## src/core/psmc_pkg.sv

```systemverilog
// Purpose: Shared constants and types for the power-saving mode control
// Assumes: AXI4-Lite register access, 32-bit data
// Notes:   Codes, offsets, field positions and reset values live here
package psmc_pkg;
   // ----------------------------------------------------------------
   // Register map (byte addresses)
   // ----------------------------------------------------------------
   localparam logic [7:0] ADDR_SLEEP_STOP = 8'h00;
   localparam logic [7:0] ADDR_CLK_CTRL   = 8'h04;
   localparam logic [7:0] ADDR_STATUS     = 8'h08;
   localparam logic [7:0] ADDR_WAKE_CTRL  = 8'h0C;
   // ----------------------------------------------------------------
   // Entry codes and fields
   // ----------------------------------------------------------------
   localparam logic [7:0] CODE_IDLE       = 8'h0F;
   localparam logic [7:0] CODE_STOP       = 8'h5A;
   localparam int         CLK_SEL_SUB_BIT = 0;
   localparam int         MAIN_EN_BIT     = 1;
   localparam int         SUB_EN_BIT      = 2;
   localparam int         DIV_LSB         = 4;
   localparam int         DIV_W           = 3;
   localparam logic [2:0] DIV_RESET       = 3'h7;
   localparam logic [7:0] CLK_CTRL_RESET  = 8'h76;
   localparam logic [7:0] BIT_MAX         = 8'hFF;
   localparam logic [1:0] RESP_OKAY       = 2'h0;
   localparam logic [1:0] RESP_SLVERR     = 2'h2;

   typedef enum logic [3:0] {
      ST_RUN   = 4'h1,
      ST_IDLE  = 4'h2,
      ST_STOP  = 4'h4,
      ST_STAB  = 4'h8
   } psmc_state_t;

   typedef struct packed {
      logic cpuRun;
      logic mainOscEn;
      logic subOscEn;
      logic sysPeriphEn;
      logic subPeriphEn;
      logic holdState;
   } psmc_gate_t;
endpackage : psmc_pkg

```

## src/core/psmc_ctrl.sv

```systemverilog
// Purpose: Idle/stop sequencing, oscillator gating and stabilization wait
// Assumes: Stop instruction and wake events arrive from on-chip logic
// Notes:   Stabilization counter doubles as the basic interval timer
`timescale 1ns/10ps

// Functional notes
// - Low power halts CPU, holds state; only stop gates peripherals
// - Stop halts the selected system oscillator
// - Unselected running oscillator keeps running in stop
// - Main-clocked stop keeps sub oscillator and watch
// - Stabilization wait after reset and every wake
// - Wait is one full interval timer cycle
// - Programmed divider sets wake wait length
// - Reset wait uses default divider
// - Timer cleared, counts to maximum, overflow resumes
// - Wake vectors only when interrupt flag set
module psmc_ctrl
   import psmc_pkg::*;
(
   input  wire logic        core_clk,       // 40 MHz core clock
   input  wire logic        rst_b,          // Async reset, active low
   input  wire logic [7:0]  s_axi_awaddr,   // Write address
   input  wire logic        s_axi_awvalid,  // Write address valid
   output logic             s_axi_awready,  // Write address ready
   input  wire logic [31:0] s_axi_wdata,    // Write data
   input  wire logic [3:0]  s_axi_wstrb,    // Write strobes
   input  wire logic        s_axi_wvalid,   // Write data valid
   output logic             s_axi_wready,   // Write data ready
   output logic [1:0]       s_axi_bresp,    // Write response
   output logic             s_axi_bvalid,   // Write response valid
   input  wire logic        s_axi_bready,   // Write response ready
   input  wire logic [7:0]  s_axi_araddr,   // Read address
   input  wire logic        s_axi_arvalid,  // Read address valid
   output logic             s_axi_arready,  // Read address ready
   output logic [31:0]      s_axi_rdata,    // Read data
   output logic [1:0]       s_axi_rresp,    // Read response
   output logic             s_axi_rvalid,   // Read data valid
   input  wire logic        s_axi_rready,   // Read data ready
   input  wire logic        stopInstr,      // Stop instruction executed
   input  wire logic        wakeIrq,        // Pending enabled interrupt
   input  wire logic        intFlag,        // Global interrupt enable
   output psmc_gate_t       gate_r,         // Clock and peripheral gates
   output logic             resumeNext,     // Resume at next instruction
   output logic             resumeVector    // Resume with interrupt
);
   // ----------------------------------------------------------------
   // Registers
   // ----------------------------------------------------------------
   psmc_state_t state_r, stateNxt;
   logic [7:0]  sleepStop_r;
   logic [7:0]  clkCtrl_r;
   logic [7:0]  bitCnt_r;
   logic [7:0]  preCnt_r;
   logic        wakeVec_r;
   logic        awHeld_r, wHeld_r;
   logic [7:0]  awAddr_r;
   logic [31:0] wData_r;
   logic [3:0]  wStrb_r;

   // ----------------------------------------------------------------
   // AXI4-Lite decode
   // ----------------------------------------------------------------
   wire wrFire  = awHeld_r && wHeld_r && !s_axi_bvalid;
   wire wrSs    = wrFire && awAddr_r == ADDR_SLEEP_STOP;
   wire wrCk    = wrFire && awAddr_r == ADDR_CLK_CTRL;
   wire wrOk    = wrSs || wrCk;
   wire rdFire  = s_axi_arvalid && !s_axi_rvalid;
   wire rdSs    = s_axi_araddr == ADDR_SLEEP_STOP;
   wire rdCk    = s_axi_araddr == ADDR_CLK_CTRL;
   wire rdSt    = s_axi_araddr == ADDR_STATUS;
   wire rdOk    = rdSs || rdCk || rdSt;
   wire [31:0] rdMux = rdSs ? {24'h000000, sleepStop_r}
                     : rdCk ? {24'h000000, clkCtrl_r}
                     : rdSt ? {16'h0000, bitCnt_r, 4'h0, state_r}
                     : 32'h00000000;
   assign s_axi_awready = !awHeld_r;
   assign s_axi_wready  = !wHeld_r;
   assign s_axi_arready = !s_axi_rvalid;

   always_ff @(posedge core_clk or negedge rst_b) begin
      if (!rst_b) begin
         awHeld_r <= 1'b0;
         wHeld_r  <= 1'b0;
         awAddr_r <= 8'h00;
         wData_r  <= 32'h00000000;
         wStrb_r  <= 4'h0;
         s_axi_bvalid <= 1'b0;
         s_axi_bresp  <= RESP_OKAY;
         s_axi_rvalid <= 1'b0;
         s_axi_rresp  <= RESP_OKAY;
         s_axi_rdata  <= 32'h00000000;
      end else begin
         if (s_axi_awvalid && !awHeld_r) begin
            awHeld_r <= 1'b1;
            awAddr_r <= s_axi_awaddr;
         end else if (wrFire) begin
            awHeld_r <= 1'b0;
         end
         if (s_axi_wvalid && !wHeld_r) begin
            wHeld_r <= 1'b1;
            wData_r <= s_axi_wdata;
            wStrb_r <= s_axi_wstrb;
         end else if (wrFire) begin
            wHeld_r <= 1'b0;
         end
         if (wrFire) begin
            s_axi_bvalid <= 1'b1;
            s_axi_bresp  <= wrOk ? RESP_OKAY : RESP_SLVERR;
         end else if (s_axi_bready) begin
            s_axi_bvalid <= 1'b0;
         end
         if (rdFire) begin
            s_axi_rvalid <= 1'b1;
            s_axi_rdata  <= rdMux;
            s_axi_rresp  <= rdOk ? RESP_OKAY : RESP_SLVERR;
         end else if (s_axi_rready) begin
            s_axi_rvalid <= 1'b0;
         end
      end
   end

   // ----------------------------------------------------------------
   // Power state machine
   // ----------------------------------------------------------------
   wire       selSub   = clkCtrl_r[CLK_SEL_SUB_BIT];
   wire [2:0] divSel   = clkCtrl_r[DIV_LSB +: DIV_W];
   // divider: prescale tick every 2^(div+1) cycles
   // Tick closes each period, so the first count is a full one
   wire [7:0] preMask  = 8'((9'h002 << divSel) - 9'h001);
   wire       preTick  = (preCnt_r & preMask) == preMask;
   wire       bitOvf   = preTick && bitCnt_r == BIT_MAX;
   wire       enterIdle = sleepStop_r == CODE_IDLE;
   wire       enterStop = sleepStop_r == CODE_STOP && stopInstr;

   always_comb begin
      stateNxt = state_r;
      case (state_r)
         ST_RUN:  begin
            if (enterStop) stateNxt = ST_STOP;
            else if (enterIdle) stateNxt = ST_IDLE;
         end
         ST_IDLE: if (wakeIrq) stateNxt = ST_STAB;
         ST_STOP: if (wakeIrq) stateNxt = ST_STAB;
         ST_STAB: if (bitOvf) stateNxt = ST_RUN;
         default: stateNxt = ST_STAB;
      endcase
   end

   always_ff @(posedge core_clk or negedge rst_b) begin
      if (!rst_b) begin
         // reset starts the wait, default divider
         state_r     <= ST_STAB;
         clkCtrl_r   <= CLK_CTRL_RESET;
         sleepStop_r <= 8'h00;
         bitCnt_r    <= 8'h00;
         preCnt_r    <= 8'h00;
         wakeVec_r   <= 1'b0;
      end else begin
         state_r <= stateNxt;
         if (wrCk && wStrb_r[0]) clkCtrl_r <= wData_r[7:0];
         if (state_r != ST_RUN && stateNxt == ST_STAB) begin
            sleepStop_r <= 8'h00;
         end else if (state_r == ST_IDLE) begin
            sleepStop_r <= 8'h00;
         end else if (wrSs && wStrb_r[0]) begin
            sleepStop_r <= wData_r[7:0];
         end
         // clear on wake, count to maximum
         if (stateNxt == ST_STAB && state_r != ST_STAB) begin
            bitCnt_r <= 8'h00;
            preCnt_r <= 8'h00;
            wakeVec_r <= intFlag;
         end else if (state_r != ST_STOP) begin
            preCnt_r <= preCnt_r + 8'h01;
            if (preTick) bitCnt_r <= bitCnt_r + 8'h01;
         end
      end
   end

   // ----------------------------------------------------------------
   // Gating outputs
   // ----------------------------------------------------------------
   wire inStop = state_r == ST_STOP;
   wire lowPwr = inStop || state_r == ST_IDLE;
   wire runRes = state_r == ST_STAB && bitOvf;
   assign resumeVector = runRes && wakeVec_r;
   assign resumeNext   = runRes && !wakeVec_r;

   always_ff @(posedge core_clk or negedge rst_b) begin
      if (!rst_b) begin
         gate_r <= '0;
      end else begin
         gate_r.cpuRun      <= stateNxt == ST_RUN;
         gate_r.holdState   <= stateNxt != ST_RUN;
         gate_r.mainOscEn   <= clkCtrl_r[MAIN_EN_BIT] &&
                               !(stateNxt == ST_STOP && !selSub);
         gate_r.subOscEn    <= clkCtrl_r[SUB_EN_BIT] &&
                               !(stateNxt == ST_STOP && selSub);
         gate_r.sysPeriphEn <= stateNxt != ST_STOP;
         gate_r.subPeriphEn <= !(stateNxt == ST_STOP && selSub);
      end
   end

   // ----------------------------------------------------------------
   // Checks
   // ----------------------------------------------------------------
   chk_stop_cpu_halt: assert property (
      @(posedge core_clk) disable iff (!rst_b)
      inStop |=> !gate_r.cpuRun && gate_r.holdState)
      else $error("CPU running during stop");
   chk_stop_main_off: assert property (
      @(posedge core_clk) disable iff (!rst_b)
      inStop && !selSub |-> !gate_r.mainOscEn)
      else $error("Selected main oscillator not stopped");
   chk_stop_sub_kept: assert property (
      @(posedge core_clk) disable iff (!rst_b)
      inStop && !selSub && clkCtrl_r[SUB_EN_BIT]
      |-> gate_r.subOscEn && gate_r.subPeriphEn)
      else $error("Sub oscillator stopped in main stop");
   chk_wake_wait: assert property (
      @(posedge core_clk) disable iff (!rst_b)
      lowPwr && wakeIrq |=> state_r == ST_STAB && bitCnt_r == 8'h00)
      else $error("Wake skipped the wait");
   chk_wait_ends: assert property (
      @(posedge core_clk) disable iff (!rst_b)
      state_r == ST_STAB && bitOvf |=> state_r == ST_RUN)
      else $error("Wait did not end on overflow");
   chk_wait_full: assert property (
      @(posedge core_clk) disable iff (!rst_b)
      $rose(state_r == ST_RUN)
      |-> $past(state_r) == ST_STAB && $past(bitCnt_r) == BIT_MAX)
      else $error("Resume before counter maximum");
   chk_resume_vec: assert property (
      @(posedge core_clk) disable iff (!rst_b)
      lowPwr && wakeIrq |=> wakeVec_r == $past(intFlag) &&
      !(resumeNext && resumeVector))
      else $error("Vectored without interrupt flag");
   chk_code_clear: assert property (
      @(posedge core_clk) disable iff (!rst_b)
      inStop && wakeIrq |=> sleepStop_r == 8'h00)
      else $error("Entry code kept after release");
endmodule : psmc_ctrl

```

## config.mk

```make
export PLATFORM = sky130hd
export DESIGN_NAME = psmc_ctrl
export DESIGN_NICKNAME = d
export VERILOG_FILES = /design/src/core/psmc_pkg.sv /design/src/core/psmc_ctrl.sv
export SDC_FILE = /design/constraint.sdc
export NUM_CORES = 1
export LEC_CHECK = 0
export ABC_AREA = 1
export BUFFER_PORTS_ARGS = -buffer_cell sky130_fd_sc_hd__buf_2
export CORE_MARGIN = 3
export CORE_UTILIZATION = 45
export DETAILED_ROUTE_END_ITERATION = 10
export HOLD_SLACK_MARGIN = 0.05
export PLACE_DENSITY = 0.7
export SLEW_MARGIN = 0
export SYNTH_ARGS = -nofsm -noshare
export SYNTH_HDL_FRONTEND = slang
export SYNTH_SLANG_ARGS = --single-unit
```

## constraint.sdc

```tcl
create_clock -name core_clk -period 3 [get_ports core_clk]
set_clock_uncertainty 0.05 [all_clocks]
set_input_delay 0.45 -clock core_clk [delete_from_list [all_inputs] [get_ports core_clk]]
set_output_delay 0.45 -clock core_clk [all_outputs]
set_load 0.05 [all_outputs]
```

== After elaboration in Yosys (flattened, before gate mapping) ==
Index checks and enable logic that the tools add are counted.
Operators by class
  equality and inequality tests: 19
  shift operators: 1
  bitwise gates (word level): 1
  multiplexer cells: 25
  reduce and logical (&&, ||, !) cells: 42
  $add $sub $neg: 3
Operators with widths (number)
  $mux W8: 8
  $mux W16: 3
  $logic_and A1 B1 Y1: 20
  $add A8 B1 Y8 const B: 2
  $eq A8 B3 Y1 const B: 2
  $eq A8 B4 Y1 const B: 2
  $logic_not A8 Y1: 2
  $mux W4: 4
  $pmux W4 S3: 1
  $reduce_bool A2 Y1: 6
  $and A8 B8 Y8: 1
  $eq A4 B1 Y1 const B: 2
  $eq A4 B3 Y1 const B: 2
  $eq A4 B4 Y1 const B: 2
  $eq A8 B7 Y1 const B: 1
  $eq A8 B8 Y1: 1
  $eq A8 B8 Y1 const B: 1
  $logic_not A1 Y1: 8
  $ne A4 B1 Y1 const B: 2
  $ne A4 B3 Y1 const B: 2
  $shl A2 B3 Y8 const A: 1
  $sub A8 B1 Y8 const B: 1
  $mux W1: 7
  $eq A4 B2 Y1 const B: 1
  other kinds (6): 9
Word-level totals
  logic and storage cells: 113
  flip-flop bits (word level): 100
  input bits: 62

== Depth between registers and ports, before layout ==
  word-level depth: 11
  gate-level depth with buffers: 11

== Least setup slack after synthesis ==
OpenSTA, ideal clock, no wires.
  path type: register -> output
  start point: reg clkCtrl_r[4]
  end point: out resumeNext
  path slack: 0.701 ns
  cell stages (with the launch flop): 8
  required time: 2.500 ns
  arrival: 1.799 ns
  cell sequence: dfstp_2 -> inv_1 -> nand2_1 -> o21ai_1 -> nand2_1 -> nor3_4 -> nand3_2 -> nor2_1
On the way
  word-level cells in the longest chain between the ends: 7
Ends and longest elaborated chain
  start: declaration: line psmc_ctrl.sv:51  | logic [7:0] clkCtrl_r;
  start signal: assignment: line psmc_ctrl.sv:160  | if (wrCk && wStrb_r[0]) clkCtrl_r <= wData_r[7:0];
  $shl A2 B3 Y8 (*): line psmc_ctrl.sv:129  | wire [7:0] preMask = 8'((9'h002 << divSel) - 9'h001);
  $sub A8 B1 Y8 (*): line psmc_ctrl.sv:129
  $and A8 B8 Y8: line psmc_ctrl.sv:130  | wire preTick = (preCnt_r & preMask) == preMask;
  $eq A8 B8 Y1 (*): line psmc_ctrl.sv:130
  $logic_and A1 B1 Y1 (*): line psmc_ctrl.sv:131  | wire bitOvf = preTick && bitCnt_r == BIT_MAX;
  $logic_and A1 B1 Y1 (*): line psmc_ctrl.sv:185  | wire runRes = state_r == ST_STAB && bitOvf;
  $logic_and A1 B1 Y1 (*): line psmc_ctrl.sv:187  | assign resumeNext = runRes && !wakeVec_r;
  end: declaration: line psmc_ctrl.sv:43  | output logic resumeNext,
Every way passes the cells marked *; elsewhere a longest branch is shown, timed or not.

== Worst setup path after layout ==
  start point: reg clkCtrl_r[5]
  end point: out resumeVector
On the way
  word-level cells in the longest chain between the ends: 7
Ends and longest elaborated chain
  $shl A2 B3 Y8 (*): line psmc_ctrl.sv:129
  $sub A8 B1 Y8 (*): line psmc_ctrl.sv:129
  $and A8 B8 Y8: line psmc_ctrl.sv:130
  $eq A8 B8 Y1 (*): line psmc_ctrl.sv:130
  $logic_and A1 B1 Y1 (*): line psmc_ctrl.sv:131
  $logic_and A1 B1 Y1 (*): line psmc_ctrl.sv:185
  $logic_and A1 B1 Y1 (*): line psmc_ctrl.sv:186  | assign resumeVector = runRes && wakeVec_r;
  end: declaration: line psmc_ctrl.sv:44  | output logic resumeVector
Marks and branches as above.

==> results.yml <==
outcome:
  status: "finished, final reports clean"
worst_setup_path:
  crit_top_cell: "nand2_1"
  timing.rr.end: "preCnt_r[3]"
  r2r-start: "state_r[3]"
  critPathArrivalTime_ps: 2110
  reg2reg_depth: 8
  cp_data_required_time_ps: 2500
  crit_path_max_fanout: 10
  r2r_slack_ps: 960
  worstPathCellList: "inv_1, nand2_1, o21ai_1, nand2_1, nor3_4, nand3_2, nor2_1, buf_2"
  cpMaxStageDelayCell: "dfstp_2"
  cp-startpoint: "clkCtrl_r[5]"
  critPathCapture: "resumeVector"
  cpPeakStageDelay_ps: 400
  start_kind: "flop"
  critPathKind: "flop to output port"
  cp-end-kind: "output port"
global_routing:
  grt_pass1_wl_um: 14370
  grt_overflow: 0
  grt_max_degree: 83
  grtUsageTotal_pct: 17.66
  grt_pass1_vias: 3275
  antenna_found_initial: 0
sta:
  tightest_slew_ps: 1005
  finalHoldViolations: 0
  fin_crit_ps: 2610
  rsz0062_at_grt: "false"
  whs_ps: 200.0
  slew_viol_final: 0
  timing.slew.headroom_pct: 32.97
  fmax_mhz: 383.2
  period_share_pct: 86.99
  finalSetupViolations: 0
  fin_tns_setup_ps: 0
synthesis:
  async_flop_share_pct: 100.0
  ys_top_cells_by_area: "dfrtp_1, nand2_1, nor2_1"
  ys_seq_area_share_pct: 51.65
  ys_top_cells_by_count: "nand2_1, dfrtp_1, nor2_1, inv_1, a21oi_1"
  yosys_warnings: 0
  synth.avg_cell_area_um2: 8.256
  synth_edf_count: 0
  yosysTopAreaCell: "dfrtp_1"
  syn_inst: 483
  syn-cell-area_mm2: 0.003988
  synth_top_area_share_pct: 47.69
  ys_types: 31
  synth-seq-cells: 82
  synth_most_common_cell: "nand2_1"
  synth_top_flop_cell: "dfrtp_1"
floorplanning:
  coreArea_mm2: 0.008423
  die_width_um: 100.1
  die_area_mm2: 0.01003
  start_util_pct: 47.34
  ios: 111
  num_rows: 33
  die_height_um: 100.1
detailed_routing:
  vias: 3289
  routed_wl_um: 8099
  dr.pass1.iters: 4
  antenna_left: 0
  wl_per_cell_um: 12.27
  drt_iter0_drc: 155
  drc: 0
  viasPerCell: 4.983
placement:
  gp_congestion: 0.8488
  place_hpwl_um: 5844
  dp_cells: 644
  portBuffers: 65
finish:
  layoutNonFillerInstCount: 660
  antennaDiodeCount: 0
  nets: 614
  drive_above_1_share_pct: 19.28
  utilization_pct: 53.76
  area_growth_pct: 13.56
pwr:
  total_power_mw: 3.059
  power.leakage_nw: 2.308
  irDropWorstVdd_mv: 0.5087
  p_per_area_mw_per_mm2: 675.5
cts:
  cts_tree: "built"
  ctsResizeCount: 0
  clk_pin_slew_ps: 90
  insertion_delay_ps: 350
  cts.htree.levels: 3
  cts_setup_buffers: 0
  cts_max_path_buffers: 2
  cts-hold-fix-buffers: 0
  cts-root-buf: "clkbuf_8"
  cts_sinks: 82
  cts_made_buffers: 9
flow_run:
  cap_violations: 0
hold_path:
  hp-class: "input port to async pin"
-- metrics by stage --
stage,worst slack (ps),cell area [um2]
after floorplan,701.2,4051
after global placement,781.2,4327
after detailed placement,762.8,4327
after CTS,372.0,4528
after global routing,135.3,4528
final,390.4,4528
-- layout make-up --
class                           count  area, um2
Fill cell                         811       3895
Sequential cell                    82       2059
Multi-Input combinational cell    319       1530
Timing Repair Buffer               66      335.3
Inverter                           72      270.3
Tap cell                          105      131.4
Clock buffer                        9      123.9
Clock inverter                      7      77.57
-- worst min-delay path by stage --
| stage | to | startpoint | cells after the start | slack, ps |
|---|---|---|---|---|
| detailed placement | preCnt_r[5] | preCnt_r[5] | 1 | 400 |
| floorplan | awAddr_r[0] | rst_b | 0 | 100 |
| CTS | s_axi_rvalid | s_axi_rready | 2 | 230 |
| finish | gate_r[4] | rst_b | 1 | 200 |
| global placement | preCnt_r[5] | preCnt_r[5] | 1 | 400 |
| global route | s_axi_rvalid | s_axi_rready | 2 | 240 |
-- flip-flops by register name, summed over array words and instances (netlist names), 6 cells and up --
register	cells
awAddr_r	8
preCnt_r	8
gate_r	6
sleepStop_r	8
s_axi_rdata	16
bitCnt_r	8
wData_r	8
clkCtrl_r	8
-- worst max-delay path: cells and delay by family (launching register included) --
family | cells | cell delay [ps]
AND/OR/NAND/NOR | 5 | 900
flip-flops | 1 | 400
AO/OA/AOI/OAI | 1 | 110
buffers and inverters | 2 | 350
-- layout by cell type (no fill, tap or decap), drive strengths merged --
cell type and count:
nand2 80, nor2 78, dfrtp 76, inv 74
buf 66, a21oi 36, nand3 35, o21ai 33
conb 18, nand4 14, nor3 10, clkbuf 9
dfstp 6, xor2 5, clkinv 4, mux2 2
ha 2, nand3b 1, o31ai 1, or2 1
a22o 1, nor4 1, nor3b 1, bufinv 1
-- report_power, final --
part | switching [mW] | internal, mW | leakage, nW
combinational | 0.570 | 0.215 | 1.20
clock | 0.420 | 0.393 | 0.105
sequential | 0.144 | 1.32 | 1.01
total | 1.13 | 1.92 | 2.31
-- cell families after synthesis --
logic type / after synthesis / share of synthesized area (%)
flops: 82 / 51.65
other cells: 1 / 0.09404
buf+inv: 99 / 11.58
xor+xnor: 5 / 1.098
simple gates: 221 / 25.32
mux: 2 / 0.5648
compound gates: 71 / 9.068
fa+ha+maj: 2 / 0.6274
-- metal layers --
metal	part of all wire (%)	GRT usage [%]	up-vias
li1	-	-	1644
met1	48	24.59	1537
met2	44	27.88	95
met3	6.8	2.919	13
met4	1.7	6.528	0
met5	0	0	-
(Power assumes the default switching activity.)
